$ cat src/hw/gpcmd_cfg.svh
// Constants for the GPIO command handler: command codes, lengths, resets.
// Assumes inclusion by bare name from the design files.
`ifndef GPCMD_CFG_SVH
`define GPCMD_CFG_SVH
`define GPCMD_CMD_GET_FUNC   8'h10
`define GPCMD_CMD_GET_DIR    8'h11
`define GPCMD_CMD_GET_LEVEL  8'h12
`define GPCMD_CMD_GET_STATE  8'h13
`define GPCMD_CMD_SET_DIR    8'h19
`define GPCMD_CMD_SET_LEVEL  8'h1A
`define GPCMD_CMD_SET_STATE  8'h1B
`define GPCMD_BAD_CMD        8'hFF
`define GPCMD_CMD_LEN        4'h9
`define GPCMD_RSP_LEN        3'h5
`define GPCMD_RSP_BAD_LEN    3'h1
`define GPCMD_RST_VEC        32'h0000_0000
`endif

$ cat src/hw/gpcmd_pkg.sv
// Types shared by the GPIO command handler files.
// Assumes gpcmd_cfg.svh is on the include path.
`default_nettype none
package gpcmd_pkg;
	typedef logic [31:0] gpcmd_vec_t;
	typedef enum logic [2:0] {
		GPCMD_RECV = 3'b001,
		GPCMD_EXEC = 3'b010,
		GPCMD_SEND = 3'b100
	} gpcmd_state_t;
endpackage
`default_nettype wire

$ cat src/hw/gpcmd_handler.sv
// GPIO control command handler: collects nine-byte commands, applies the
// masked set commands and returns the response bytes.
// Assumes a byte stream from the transport and one command in flight.
`timescale 1ns/1ns
`default_nettype none
`include "gpcmd_cfg.svh"
// How it works
// - Level mask picks which polarities change.
// - Level value one means active low.
// - Level reply carries resulting polarities.
// - State mask picks which states change.
// - State value one means active.
// - State reply echoes code plus states.
// - Masked-out state bits are ignored.
// - Get functions ignores its eight bytes.
// - Special-function pins report as unavailable.
// - Byte zero echoes the command code.
// - Commands are nine bytes, little endian.
// - Valid reply five bytes, else FFh.
// - Decode 10h-13h reads, 19h-1Bh sets.
module gpcmd_handler (
	input  wire logic        clk_in,
	input  wire logic        reset_in,
	input  wire logic [7:0]  rx_byte_in,
	input  wire logic        rx_valid_in,
	input  wire logic [31:0] gpio_avail_in,
	input  wire logic        tx_ready_in,
	output logic             rx_ready_out,
	output logic      [7:0]  tx_byte_out,
	output logic             tx_valid_out,
	output logic             tx_last_out,
	output logic      [31:0] gpio_dir_out,
	output logic      [31:0] gpio_low_active_out,
	output logic      [31:0] gpio_active_out,
	output logic      [31:0] gpio_pin_level_out
);
	////////////////////////////////////////////////////////////////////////
	gpcmd_pkg::gpcmd_state_t state_r;
	logic [71:0]             cmd_r;
	logic [3:0]              count_r;
	logic                    start_r;
	logic [39:0]             frame_r;
	logic [2:0]              len_r;
	logic                    exec_r;
	logic                    take;
	logic                    take_last;
	logic                    known;
	gpcmd_pkg::gpcmd_vec_t   rsp_vec;
	logic                    done;
	logic                    load_dir;
	logic                    load_level;
	logic                    load_state;
	logic [7:0]              code;
	gpcmd_pkg::gpcmd_vec_t   mask;
	gpcmd_pkg::gpcmd_vec_t   value;
	gpcmd_pkg::gpcmd_vec_t   dir_vec;
	gpcmd_pkg::gpcmd_vec_t   low_vec;
	gpcmd_pkg::gpcmd_vec_t   act_vec;
	gpcmd_pkg::gpcmd_vec_t   avail;

	// The mask is cut by availability here, so no masked register ever
	// changes a bit that belongs to a special-function pin.
	assign code  = cmd_r[7:0];
	assign mask  = cmd_r[39:8] & avail;
	assign value = cmd_r[71:40];
	assign avail = gpio_avail_in;

	// Only the three set commands write; gets and unknown codes leave
	// every setting alone.
	always_comb begin
		load_dir   = 1'b0;
		load_level = 1'b0;
		load_state = 1'b0;
		if (state_r == gpcmd_pkg::GPCMD_EXEC) begin
			case (code)
			`GPCMD_CMD_SET_DIR: begin
				load_dir = 1'b1;
			end
			`GPCMD_CMD_SET_LEVEL: begin
				load_level = 1'b1;
			end
			`GPCMD_CMD_SET_STATE: begin
				load_state = 1'b1;
			end
			default: begin
				load_dir = 1'b0;
			end
			endcase
		end
	end

	////////////////////////////////////////////////////////////////////////
	// Receive: bytes arrive low first; the host sends one command per reply,
	// so receive is simply closed while a command is executing or replying.
	assign take      = (state_r == gpcmd_pkg::GPCMD_RECV) && rx_valid_in;
	assign take_last = take && (count_r == `GPCMD_CMD_LEN - 4'h1);

	always_ff @(posedge clk_in) begin
		if (reset_in) begin
			cmd_r <= 72'h00_0000_0000_0000_0000;
		end else if (take) begin
			cmd_r <= {rx_byte_in, cmd_r[71:8]};
		end
	end

	// The count wraps on the ninth byte, so the next command starts at
	// byte zero without a separate clear.
	always_ff @(posedge clk_in) begin
		if (reset_in) begin
			count_r <= 4'h0;
		end else if (take_last) begin
			count_r <= 4'h0;
		end else if (take) begin
			count_r <= count_r + 4'h1;
		end
	end

	// Ready drops at the edge that takes the ninth byte, so a host that
	// runs ahead is held off while the command runs.
	always_ff @(posedge clk_in) begin
		if (reset_in) begin
			rx_ready_out <= 1'b0;
		end else begin
			rx_ready_out <= (state_r == gpcmd_pkg::GPCMD_RECV)
				&& !take_last;
		end
	end

	////////////////////////////////////////////////////////////////////////
	// SEND has no time limit of its own: a sink that never takes the last
	// byte holds the handler there until reset.
	always_ff @(posedge clk_in) begin
		if (reset_in) begin
			state_r <= gpcmd_pkg::GPCMD_RECV;
		end else begin
			case (state_r)
			gpcmd_pkg::GPCMD_RECV: begin
				if (take_last) begin
					state_r <= gpcmd_pkg::GPCMD_EXEC;
				end
			end
			gpcmd_pkg::GPCMD_EXEC: begin
				state_r <= gpcmd_pkg::GPCMD_SEND;
			end
			gpcmd_pkg::GPCMD_SEND: begin
				if (done) begin
					state_r <= gpcmd_pkg::GPCMD_RECV;
				end
			end
			default: begin
				state_r <= gpcmd_pkg::GPCMD_RECV;
			end
			endcase
		end
	end

	////////////////////////////////////////////////////////////////////////
	// The pin vectors update in EXEC, so the reply built one cycle later
	// already shows the resulting values.
	gpcmd_masked_reg u_dir (
		.clk_in   (clk_in),
		.reset_in (reset_in),
		.load_in  (load_dir),
		.mask_in  (mask),
		.value_in (value),
		.vec_out  (dir_vec)
	);

	gpcmd_masked_reg u_level (
		.clk_in   (clk_in),
		.reset_in (reset_in),
		.load_in  (load_level),
		.mask_in  (mask),
		.value_in (value),
		.vec_out  (low_vec)
	);

	gpcmd_masked_reg u_state (
		.clk_in   (clk_in),
		.reset_in (reset_in),
		.load_in  (load_state),
		.mask_in  (mask),
		.value_in (value),
		.vec_out  (act_vec)
	);

	////////////////////////////////////////////////////////////////////////
	// Outputs pass through flops, each cut by the present availability, so
	// a pin handed to a special function reads as zero.
	always_ff @(posedge clk_in) begin
		if (reset_in) begin
			gpio_dir_out <= `GPCMD_RST_VEC;
		end else begin
			gpio_dir_out <= dir_vec & avail;
		end
	end

	always_ff @(posedge clk_in) begin
		if (reset_in) begin
			gpio_low_active_out <= `GPCMD_RST_VEC;
		end else begin
			gpio_low_active_out <= low_vec & avail;
		end
	end

	always_ff @(posedge clk_in) begin
		if (reset_in) begin
			gpio_active_out <= `GPCMD_RST_VEC;
		end else begin
			gpio_active_out <= act_vec & avail;
		end
	end

	// Pin level is formed from the vectors, not from the other outputs, so
	// all four outputs change in the same cycle.
	always_ff @(posedge clk_in) begin
		if (reset_in) begin
			gpio_pin_level_out <= `GPCMD_RST_VEC;
		end else begin
			gpio_pin_level_out <= (act_vec ^ low_vec) & avail;
		end
	end

	////////////////////////////////////////////////////////////////////////
	// Reply. The frame is taken from the vectors one cycle after EXEC, once
	// the masked registers hold the new settings; a frame built in the same
	// edge as the load would echo the values from before the command.
	// The cost is one more cycle of reply latency.
	always_ff @(posedge clk_in) begin
		if (reset_in) begin
			exec_r <= 1'b0;
		end else begin
			exec_r <= (state_r == gpcmd_pkg::GPCMD_EXEC);
		end
	end

	always_ff @(posedge clk_in) begin
		if (reset_in) begin
			start_r <= 1'b0;
		end else begin
			start_r <= exec_r;
		end
	end

	// Get functions never looks at its parameters.
	always_comb begin
		known   = 1'b1;
		rsp_vec = 32'h0000_0000;
		case (code)
		`GPCMD_CMD_GET_FUNC: begin
			rsp_vec = avail;
		end
		`GPCMD_CMD_GET_DIR, `GPCMD_CMD_SET_DIR: begin
			rsp_vec = dir_vec & avail;
		end
		`GPCMD_CMD_GET_LEVEL, `GPCMD_CMD_SET_LEVEL: begin
			rsp_vec = low_vec & avail;
		end
		`GPCMD_CMD_GET_STATE, `GPCMD_CMD_SET_STATE: begin
			rsp_vec = act_vec & avail;
		end
		default: begin
			known = 1'b0;
		end
		endcase
	end

	always_ff @(posedge clk_in) begin
		if (reset_in) begin
			frame_r <= 40'h00_0000_0000;
		end else if (known) begin
			frame_r <= {rsp_vec, code};
		end else begin
			frame_r <= {32'h0000_0000, `GPCMD_BAD_CMD};
		end
	end

	always_ff @(posedge clk_in) begin
		if (reset_in) begin
			len_r <= `GPCMD_RSP_BAD_LEN;
		end else if (known) begin
			len_r <= `GPCMD_RSP_LEN;
		end else begin
			len_r <= `GPCMD_RSP_BAD_LEN;
		end
	end

	// Low byte first puts the echoed code in byte zero and sends each
	// vector little endian.
	gpcmd_rsp_ser u_ser (
		.clk_in    (clk_in),
		.reset_in  (reset_in),
		.start_in  (start_r),
		.frame_in  (frame_r),
		.len_in    (len_r),
		.ready_in  (tx_ready_in),
		.byte_out  (tx_byte_out),
		.valid_out (tx_valid_out),
		.last_out  (tx_last_out),
		.done_out  (done)
	);
endmodule
`default_nettype wire

$ cat src/hw/gpcmd_masked_reg.sv
// One masked-update pin vector register.
// Assumes the caller qualifies the mask with the GPIO availability vector.
`timescale 1ns/1ns
`default_nettype none
`include "gpcmd_cfg.svh"
module gpcmd_masked_reg (
	input  wire logic        clk_in,
	input  wire logic        reset_in,
	input  wire logic        load_in,
	input  wire logic [31:0] mask_in,
	input  wire logic [31:0] value_in,
	output logic      [31:0] vec_out
);
	always_ff @(posedge clk_in) begin
		if (reset_in) begin
			vec_out <= `GPCMD_RST_VEC;
		end else if (load_in) begin
			vec_out <= (vec_out & ~mask_in) | (value_in & mask_in);
		end
	end
endmodule
`default_nettype wire

$ cat src/hw/gpcmd_rsp_ser.sv
// Response byte serializer: sends up to five bytes, low byte first.
// Assumes the sink accepts a byte on any cycle where ready is high.
`timescale 1ns/1ns
`default_nettype none
`include "gpcmd_cfg.svh"
module gpcmd_rsp_ser (
	input  wire logic        clk_in,
	input  wire logic        reset_in,
	input  wire logic        start_in,
	input  wire logic [39:0] frame_in,
	input  wire logic [2:0]  len_in,
	input  wire logic        ready_in,
	output logic      [7:0]  byte_out,
	output logic             valid_out,
	output logic             last_out,
	output logic             done_out
);
	logic [39:0] shift_r;
	logic [2:0]  left_r;
	always_ff @(posedge clk_in) begin
		if (reset_in) begin
			shift_r   <= 40'h00_0000_0000;
			left_r    <= 3'h0;
			byte_out  <= 8'h00;
			valid_out <= 1'b0;
			last_out  <= 1'b0;
			done_out  <= 1'b0;
		end else begin
			done_out <= 1'b0;
			if (start_in) begin
				byte_out  <= frame_in[7:0];
				shift_r   <= {8'h00, frame_in[39:8]};
				left_r    <= len_in - 3'h1;
				valid_out <= 1'b1;
				last_out  <= (len_in == 3'h1);
			end else if (valid_out && ready_in) begin
				if (left_r == 3'h0) begin
					valid_out <= 1'b0;
					last_out  <= 1'b0;
					done_out  <= 1'b1;
				end else begin
					byte_out <= shift_r[7:0];
					shift_r  <= {8'h00, shift_r[39:8]};
					left_r   <= left_r - 3'h1;
					last_out <= (left_r == 3'h1);
				end
			end
		end
	end
endmodule
`default_nettype wire
$ cat config.mk
export PLATFORM = sky130hd
export DESIGN_NAME = gpcmd_handler
export DESIGN_NICKNAME = d
export VERILOG_FILES = /design/src/hw/gpcmd_pkg.sv /design/src/hw/gpcmd_handler.sv /design/src/hw/gpcmd_masked_reg.sv /design/src/hw/gpcmd_rsp_ser.sv
export VERILOG_INCLUDE_DIRS = /design/src /design/src/hw
export SDC_FILE = /design/constraint.sdc
export NUM_CORES = 1
export LEC_CHECK = 0
export BUFFER_PORTS_ARGS = -buffer_cell sky130_fd_sc_hd__clkbuf_2
export CORE_MARGIN = 1.5
export CORE_UTILIZATION = 45
export CTS_BUF_LIST = sky130_fd_sc_hd__clkbuf_16
export DETAILED_ROUTE_END_ITERATION = 7
export GPL_TIMING_DRIVEN = 0
export SYNTH_ARGS = -nofsm -noshare
export SYNTH_HDL_FRONTEND = slang
export SYNTH_SLANG_ARGS = --single-unit
$ cat constraint.sdc
create_clock -name clk_in -period 4.1 [get_ports clk_in]
set_input_delay 0.41 -clock clk_in [delete_from_list [all_inputs] [get_ports clk_in]]
set_output_delay 0.41 -clock clk_in [all_outputs]
set_load 0.02 [all_outputs]
==> results of run 1 <==
[per-stage QoR]
step	total power, mW	area, um2	std cells	hold WS, ns
5_1_grt	7.93	18100	2245	0.114
6_report	7.70	18100	2245	0.111
2_1_floorplan	4.02	15300	1541	0.414
3_3_place_gp	4.12	16800	2171	0.436
4_1_cts	7.75	18100	2245	0.108
3_5_place_dp	4.12	16800	2171	0.440
[worst register-to-register path, delay by kind of cell (launching register included)]
| kind | cells | cell delay, ns |
|---|---|---|
| DFF | 1 | 0.39 |
| muxes | 1 | 0.18 |
| and+or+nand+nor | 2 | 0.99 |
| buffers and inverters | 1 | 0.53 |
[power breakdown]
part | internal [mW] | leakage, nW | total, mW | switching, mW
sequential | 3.83 | 3.17 | 3.84 | 0.0119
clock | 2.15 | 0.670 | 3.66 | 1.52
combinational | 0.0478 | 3.79 | 0.191 | 0.143
total | 6.03 | 7.63 | 7.70 | 1.67
[layer usage]
layer	vias up	wire length, um	global-route usage [%]
met4	0	972	7.04
met2	453	20900	41.2
met1	5946	19900	34.1
met3	65	2970	4.05
li1	5789	-	-
met5	-	0	0
[cells in the mapped netlist (2+ instances only)]
cell type  instances
xor2_1            32
a31oi_1            3
o21ai_0            3
and3_1            29
buf_1              7
clkbuf_1          53
nor2b_1           36
inv_1              9
mux2i_1          128
nand2b_1           4
mux4_2            32
o211ai_1          10
and3_2             3
nand2_1          286
dfxtp_1          393
or4_1              2
buf_6              3
nor4_1             3
a21oi_1           89
a211oi_1          64
nor4b_4            2
nor3b_1            2
buf_2             51
and2_1           162
nand4_1           98
buf_4              2
and4bb_2           3
ha_1               5
nor2_1             7
nand3_1            4
[worst max-delay path by stage]
| stage | endpoint | slack, ns | cells past startpoint | from |
|---|---|---|---|---|
| floorplan | frame_r[12] | 2.49 | 4 | cmd_r[1] |
| global placement | u_ser.valid_out | 1.61 | 6 | reset_in |
| detailed placement | u_ser.valid_out | 1.59 | 6 | reset_in |
| CTS | register | 1.93 | 5 | cmd_r[0] |
| global route | register | 1.80 | 4 | state_r[1] |
| finish | register | 1.88 | 4 | state_r[1] |
[cell usage in the layout, fill, tap and decap left out, drive strengths merged, types with 3 or more instances in the layout]
cell type	count
nor2	7
mux2i	128
nor4	3
and4bb	3
nor3b	3
o211ai	10
inv	14
o21ai	4
bufinv	4
nor2b	36
nand4	98
clkbuf	278
buf	63
nand2b	4
and3	32
mux4	32
clkinv	23
ha	5
and2	162
a211oi	64
a31oi	3
a21oi	89
nand2	286
nor4b	4
dfxtp	393
nand3	4
xor2	32
[final cells by class]
cell class	count	area share [%]
inverters	10	0.208
multi-input cells	1022	37.9
plain buffers	116	2.93
repair buffers	182	5.04
clock inverters	31	1.34
well taps	448	3.10
clock buffers	43	5.95
flip-flops and latches	393	43.5
[cell families (layout without fill, tap and decap cells)]
logic type               count (synthesis)  after routing  share of synthesized area [%]
XOR/XNOR                                32             32                           1.83
flip-flops                             393            393                           51.5
AND/OR/NAND/NOR                        650            650                           22.4
adder cells (fa/ha/maj)                  5              5                          0.409
AO/OA/AOI/OAI                          175            175                           7.07
multiplexers                           160            160                           13.1
buffers and inverters                  126            382                           3.71
==> results.ini, run 1 <==
[run]
cap_violations=0

[global_route]
grt_pass1_vias=11903
antenna_found_initial=2
overflow=0
track_usage_pct=25.1
grt_max_degree=15
grt_pass1_wl_um=68600

[worst_hold_path]
hold_start=rx_byte_in[4]
worstHoldPathType=input port to register
min_to=cmd_r[68]
min_delay_path_depth=3

[floorplanning]
chipWidth_um=187
dieArea_um2=35100
num_rows=67
die_y_um=187
core_area_um2=33400
start_util_pct=45.7
io_pins=183

[setup_path]
r2r_cells=4
crit_arrival_ns=2.62
end_kind=register
path_delay_family=simple AND/OR/NAND/NOR gates
crit_buf_inv=1
cpMaxStageDelayCell=nor3b_2
r2r-start=state_r[1]
cp.required_ns=4.50
cp-start-kind=register
slowest_delay_ns=0.71
worstPathCellList=nor3b_2 -> clkbuf_1 -> nand4_1 -> mux2i_1
regToRegSetupSlack_ns=1.88
path_class=register to register
critPathMaxFanout=10

[pwr]
power.density_nw_per_um2=426
peakVddDrop_mv=0.269
p_leak_nw=7.63

[clock_network]
cts_tree=yes
hold_buffers=0
cts.sinks=393
cts_buffers=41
cts_buffer_depth=3
path_clk_slew_ns=0.06
root_buffer=clkbuf_16
post_cts_buffers=0
ctsResizeCount=0
ctsHtreeMaxLevel=2
clkLatencyLatePin_ns=0.54

[layout]
area_growth_pct=18.3
antenna_cells=0
final_util_pct=54.0
nets=1815
seqCellArea_um2=7870
final_layout_size_suffix_gt1_share_pct=18.9
n_fill_cell=3100
multi_input_area_um2=6850

[timing]
period_minus_slack_ns=2.22
fin_skew_ns=0.0166
fmax_mhz=451
tightest_slew_ns=1.07
tns_ns=0
setup_ws_ns=1.88
finalHoldViolCount=0
period_share_pct=54.1
drv_slew=0
slew_headroom_pct=28.3
rsz0062_at_grt=false
setup_viol=0

[logic_synthesis]
synth_area_leader_cell=dfxtp_1
synthesis.area_um2=15300
ys_types=46
synth_warnings=0
synth-edff-count=0
synthCells=1541
yosysSeqAreaShare_pct=51.5
async_reset_ff_share_pct=0
ys.flop_type=dfxtp_1
synth_top_area_share_pct=51.5
avgSynthCellArea_um2=9.92
ys_seq_elements=393
synthesis.nets=1590
synth_area_leaders=dfxtp_1 51%, mux2i_1 8.4%, nand2_1 7.0%, and2_1 6.6%, mux4_2 4.7%

[routing]
vias_per_cell=5.46
avgRoutedWirePerCell_um=19.9
first_pass_iters=5
drc=0
vias=12253
drt-total-wl_um=44700
drtIter0Drc=1015
final_antenna_net_count=0

[outcome]
status=finished clean

[placed_design]
gp_congestion=0.857
dp_hpwl_um=32700
post-place-ws_ns=1.59
numPortBuffers=182

Power figures use the tool's default switching activity.
==> run 2, diff against run 1 <==
==> constraint.sdc (replaced) <==
create_clock -name clk_in -period 2.2 [get_ports clk_in]
set_input_delay 0.22 -clock clk_in [delete_from_list [all_inputs] [get_ports clk_in]]
set_output_delay 0.22 -clock clk_in [all_outputs]
set_load 0.02 [all_outputs]
==> results.ini, run 2 (same netlist as run 1, synthesis figures left out) <==
[outcome]
status=finished clean  ; unchanged

[floorplanning]
dieArea_um2=35100  ; unchanged
chipWidth_um=187  ; unchanged
io_pins=183  ; unchanged
num_rows=67  ; unchanged
core_area_um2=33400  ; unchanged
die_y_um=187  ; unchanged
start_util_pct=45.7  ; unchanged

[setup_path]
r2r-start=cmd_r[0]  ; was state_r[1]
worstSetupEndpoint=frame_r[29]
startpoint=cmd_r[0]  ; was state_r[1]
r2r_cells=4  ; unchanged
cp-start-kind=register  ; unchanged
path_class=register to register  ; unchanged
critPathMaxFanout=10  ; unchanged
timing.rr.end=frame_r[29]
regToRegSetupSlack_ns=0.15  ; was 1.88 ns
end_kind=register  ; unchanged
cp.required_ns=2.59  ; was 4.50 ns
crit_arrival_ns=2.44  ; was 2.62 ns

[pwr]
power.density_nw_per_um2=783  ; was 426 nW/um2
p_int_mw=11.3  ; was 6.03 mW
p_seq_share_pct=49.8  ; was 49.9%
combPwrFrac_pct=2.7  ; was 2.5%
switching_power_mw=3.12  ; was 1.67 mW
peakVddDrop_mv=0.500  ; was 0.269 mV
switching_share_pct=21.7  ; about the same
p_leak_nw=7.74  ; was 7.63 nW
clock_power_share_pct=47.4  ; was 47.6%

[global_route]
grt_max_degree=15  ; unchanged
antenna_found_initial=3  ; was 2
grt.busiest_layer=met2  ; unchanged
grt_pass1_wl_um=69000  ; was 68600 um
track_usage_pct=25.2  ; was 25.1%
grt_pass1_vias=12008  ; was 11903
gr-usage-met2_pct=41.6  ; was 41.2%
grt_util_met1_pct=34.2  ; was 34.1%
grt.met3_usage_pct=4.02  ; was 4.05%
overflow=0  ; unchanged

[placed_design]
dp_hpwl_um=32700  ; unchanged
gp_congestion=0.857  ; unchanged
post-place-cells=2171  ; unchanged
numPortBuffers=182  ; unchanged

[routing]
vias=12338  ; was 12253
drc=0  ; unchanged
drtIter0Drc=1029  ; was 1015
first_pass_iters=6  ; was 5
drt-total-wl_um=45100  ; was 44700 um
avgRoutedWirePerCell_um=19.8  ; was 19.9 um
final_antenna_net_count=0  ; unchanged
vias_per_cell=5.43  ; was 5.46

[layout]
multi_input_area_um2=6870  ; was 6850 um2
nets=1843  ; was 1815
area_growth_pct=20.2  ; was 18.3%
final_cells=2274  ; was 2245
seqCellArea_um2=7870  ; unchanged
final_cell_mix=393 x dfxtp_1, 286 x nand2_1, 182 x clkbuf_2  ; unchanged
layout_commonest_cell=dfxtp_1  ; unchanged
n_fill_cell=3074  ; was 3100
final_layout_size_suffix_gt1_share_pct=18.6  ; was 18.9%

[worst_hold_path]
worstHoldPathType=input port to register  ; unchanged
min_delay_path_depth=2  ; was 3

[clock_network]
cts_tree=yes  ; unchanged
root_buffer=clkbuf_16  ; unchanged
cts_buffers=41  ; unchanged
post_cts_buffers=0  ; unchanged
clkLatencyLatePin_ns=0.54  ; about the same
cts.sinks=393  ; unchanged
cts_buffer_depth=3  ; unchanged
ctsHtreeMaxLevel=2  ; unchanged
path_clk_slew_ns=0.06  ; about the same

[timing]
fmax_mhz=487  ; was 451 MHz
finalHoldViolCount=0  ; unchanged
tightest_slew_ns=1.06  ; was 1.07 ns
period_minus_slack_ns=2.05  ; was 2.22 ns
slew_headroom_pct=28.4  ; was 28.3%
fin_skew_ns=0.0145  ; was 0.0166 ns
setup_viol=0  ; unchanged
period_share_pct=93.4  ; was 54.1%
drv_slew=0  ; unchanged
rsz0062_at_grt=false  ; unchanged
hold_ws_ns=0.0101  ; was 0.111 ns

[run]
cap_violations=0  ; unchanged

## run 2: worst min path at each step
stage / startpoint / end / slack, ns
after global routing: gpio_avail_in[30] / frame_r[38] / 0.008
after CTS: gpio_avail_in[28] / frame_r[36] / 0.004
after detailed placement: frame_r[37] / u_ser.shift_r[29] / 0.44
after floorplan: rx_valid_in / rx_ready_out / 0.33
final: gpio_avail_in[26] / frame_r[34] / 0.01
after global placement: frame_r[37] / u_ser.shift_r[29] / 0.44
## run 2: metrics by stage
| stage | area (um2) | power [mW] | util, % | worst slack (ns) | TNS, ns |
|---|---|---|---|---|---|
| final | 18400 | 14.4 | 54.9 | 0.146 | 0 |
| after floorplan | 15300 | 7.50 | - | 0.594 | 0 |
| after CTS | 18300 | 14.5 | 54.8 | 0.0343 | 0 |
| after detailed placement | 16800 | 7.68 | 50.1 | -0.122 | -4.44 |
| after global routing | 18400 | 14.8 | 54.9 | 0.0607 | 0 |
| after global placement | 16800 | 7.67 | 50.1 | -0.101 | -2.24 |
## run 2: final cells by class
class / count / area share, %
inverters: 10 / 0.204
plain buffers: 116 / 2.88
multi-input cells: 1022 / 37.4
clock buffers: 43 / 5.86
clock inverters: 31 / 1.32
well taps: 448 / 3.05
repair buffers: 210 / 6.48
flip-flops and latches: 393 / 42.8
diodes: 1 / 0.0136
## run 2: layer usage
layer | vias up | part of all wire (%)
met1 | 5941 | 44
li1 | 5838 | -
met4 | 0 | 2.1
met3 | 63 | 6.8
met5 | - | 0
met2 | 496 | 47
## run 2: power groups by stage
stage	Combinational, mW	Sequential (mW)	Clock, mW
5_1_grt	0.428	7.16	7.23
3_3_place_gp	0.348	7.32	0
3_5_place_dp	0.352	7.32	0
6_report	0.395	7.17	6.82
4_1_cts	0.391	7.16	6.93
2_1_floorplan	0.182	7.32	0
## run 2: what timing repair did
item | 4_1_cts | 5_1_grt
endpoints found under the setup margin | 0 | 28
resized for setup | 0 | 2
hold endpoints to repair | 27 | 1
hold buffers | 27 | 1
## run 2: worst max-delay path, cell delays in order (launching register included)
cell	delay (ns)
dfxtp_1	0.30
buf_2	0.26
clkbuf_1	0.67
mux4_2	0.40
and3_1	0.26
==> run 3, diff against run 2 <==
--- a/config.mk
+++ b/config.mk
@@ -7,7 +7,6 @@
 export NUM_CORES = 1
 export LEC_CHECK = 0
 export BUFFER_PORTS_ARGS = -buffer_cell sky130_fd_sc_hd__clkbuf_2
-export CORE_MARGIN = 1.5
 export CORE_UTILIZATION = 45
 export CTS_BUF_LIST = sky130_fd_sc_hd__clkbuf_16
 export DETAILED_ROUTE_END_ITERATION = 7
==> results.ini, run 3 (same netlist as run 1, synthesis figures left out) <==
[outcome]
status=finished clean  ; unchanged

[setup_path]
cp-start-kind=register  ; unchanged
cp.required_ns=2.60  ; was 2.59 ns
critPathMaxFanout=10  ; unchanged
path_class=register to register  ; unchanged
crit_arrival_ns=2.46  ; was 2.44 ns
r2r_cells=4  ; unchanged
end_kind=register  ; unchanged

[pwr]
clock_power_share_pct=47.4  ; about the same
power.density_nw_per_um2=784  ; was 783 nW/um2
power.total_mw=14.4  ; about the same
p_seq_share_pct=49.9  ; was 49.8%
p_int_mw=11.3  ; about the same
combPwrFrac_pct=2.7  ; about the same
switching_power_mw=3.11  ; was 3.12 mW
switching_share_pct=21.6  ; was 21.7%
p_leak_nw=7.74  ; about the same
peakVddDrop_mv=0.549  ; was 0.500 mV

[placed_design]
post-place-ws_ns=-0.0902  ; was -0.122 ns
place_area_um2=16800  ; unchanged
numPortBuffers=182  ; unchanged
dp_hpwl_um=32800  ; was 32700 um
gp_congestion=0.876  ; was 0.857

[floorplanning]
start_util_pct=45.7  ; unchanged
chipWidth_um=186  ; was 187 um
die_y_um=186  ; was 187 um
num_rows=67  ; unchanged
io_pins=183  ; unchanged
dieArea_um2=34700  ; was 35100 um2
core_area_um2=33400  ; unchanged

[timing]
period_minus_slack_ns=2.05  ; about the same
slew_headroom_pct=24.8  ; was 28.4%
period_share_pct=93.4  ; about the same
finalHoldViolCount=0  ; unchanged
fin_skew_ns=0.0140  ; was 0.0145 ns
fmax_mhz=487  ; about the same
tns_ns=0  ; unchanged
drv_slew=0  ; unchanged
tightest_slew_ns=1.12  ; was 1.06 ns
hold_ws_ns=0.0114  ; was 0.0101 ns
setup_ws_ns=0.145  ; was 0.146 ns
setup_viol=0  ; unchanged
rsz0062_at_grt=false  ; unchanged

[routing]
drtIter0Drc=907  ; was 1029
final_antenna_net_count=0  ; unchanged
vias_per_cell=5.45  ; was 5.43
avgRoutedWirePerCell_um=19.9  ; was 19.8 um
drc=0  ; unchanged
vias=12377  ; was 12338
first_pass_iters=5  ; was 6
drt-total-wl_um=45100  ; about the same

[clock_network]
root_buffer=clkbuf_16  ; unchanged
clkLatencyLatePin_ns=0.55  ; was 0.54 ns
cts.sinks=393  ; unchanged
cts_buffers=42  ; was 41
cts_buffer_depth=3  ; unchanged
post_cts_buffers=0  ; unchanged
cts_tree=yes  ; unchanged
path_clk_slew_ns=0.06  ; about the same
ctsHtreeMaxLevel=2  ; unchanged

[global_route]
grt.busiest_layer=met2  ; unchanged
gr-usage-met2_pct=41.5  ; was 41.6%
overflow=0  ; unchanged
grt_max_degree=14  ; was 15
grt_pass1_wl_um=68600  ; was 69000 um
grt.met3_usage_pct=4.91  ; was 4.02%
track_usage_pct=25.5  ; was 25.2%
antenna_found_initial=0  ; was 3
grt_pass1_vias=11993  ; was 12008
grt_util_met1_pct=33.6  ; was 34.2%

[layout]
layout_commonest_cell=dfxtp_1  ; unchanged
fin_area_um2=18300  ; was 18400 um2
nets=1841  ; was 1843
final_layout_size_suffix_gt1_share_pct=18.5  ; was 18.6%
final_cell_mix=393 x dfxtp_1, 286 x nand2_1, 182 x clkbuf_2  ; unchanged
area_growth_pct=20.0  ; was 20.2%

[run]
cap_violations=0  ; unchanged

[worst_hold_path]
worstHoldPathType=input port to register  ; unchanged
min_delay_path_depth=2  ; unchanged

run 3: power groups by stage:
stage / Combinational [mW] / Sequential [mW] / Clock (mW)
3_3_place_gp: 0.348 / 7.32 / 0
6_report: 0.393 / 7.17 / 6.82
2_1_floorplan: 0.182 / 7.32 / 0
5_1_grt: 0.422 / 7.16 / 7.22
4_1_cts: 0.387 / 7.17 / 6.90
3_5_place_dp: 0.351 / 7.32 / 0
run 3: path summary, 6_finish.rpt:
check                   start           endpoint  slack, ns
min reg2reg       frame_r[36]  u_ser.shift_r[28]       0.44
min          gpio_avail_in[4]        frame_r[12]       0.01
max reg2reg          cmd_r[3]        frame_r[30]       0.15
max                  cmd_r[3]        frame_r[30]       0.15
run 3: what timing repair did:
action,CTS,global route
endpoints found under the hold margin,25,0
resized for setup,0,2
hold buffers,25,0
setup endpoints to repair,0,45
run 3: layout make-up:
type                       instances  area, um2
fill                            3035      15100
sequential                       393       7870
multi-input combinational       1022       6870
timing repair buffer             207       1160
clock buffer                      45       1130
tap                              448        561
buffer                           116        529
clock inverter                    27        189
inverter                          10       37.5
antenna                            1       2.50
run 3: worst max-delay path, stage by stage (launching register included):
cell      delay, ns
dfxtp_1        0.45
inv_1          0.21
clkbuf_1       0.43
mux4_2         0.57
and3_1         0.26
run 3: stage by stage:
| stage | instances | utilization, % |
|---|---|---|
| 5_1_grt | 2268 | 54.8 |
| 6_report | 2269 | 54.8 |
| 3_5_place_dp | 2171 | 50.1 |
| 2_1_floorplan | 1541 | - |
| 3_3_place_gp | 2171 | 50.1 |
| 4_1_cts | 2268 | 54.8 |
run 3: per-layer routing:
metal / share of wire [%] / vias to the layer above
met5: 0.20 / -
met4: 2.9 / 2
met3: 6.7 / 78
met2: 47 / 442
met1: 44 / 6009
li1: - / 5846
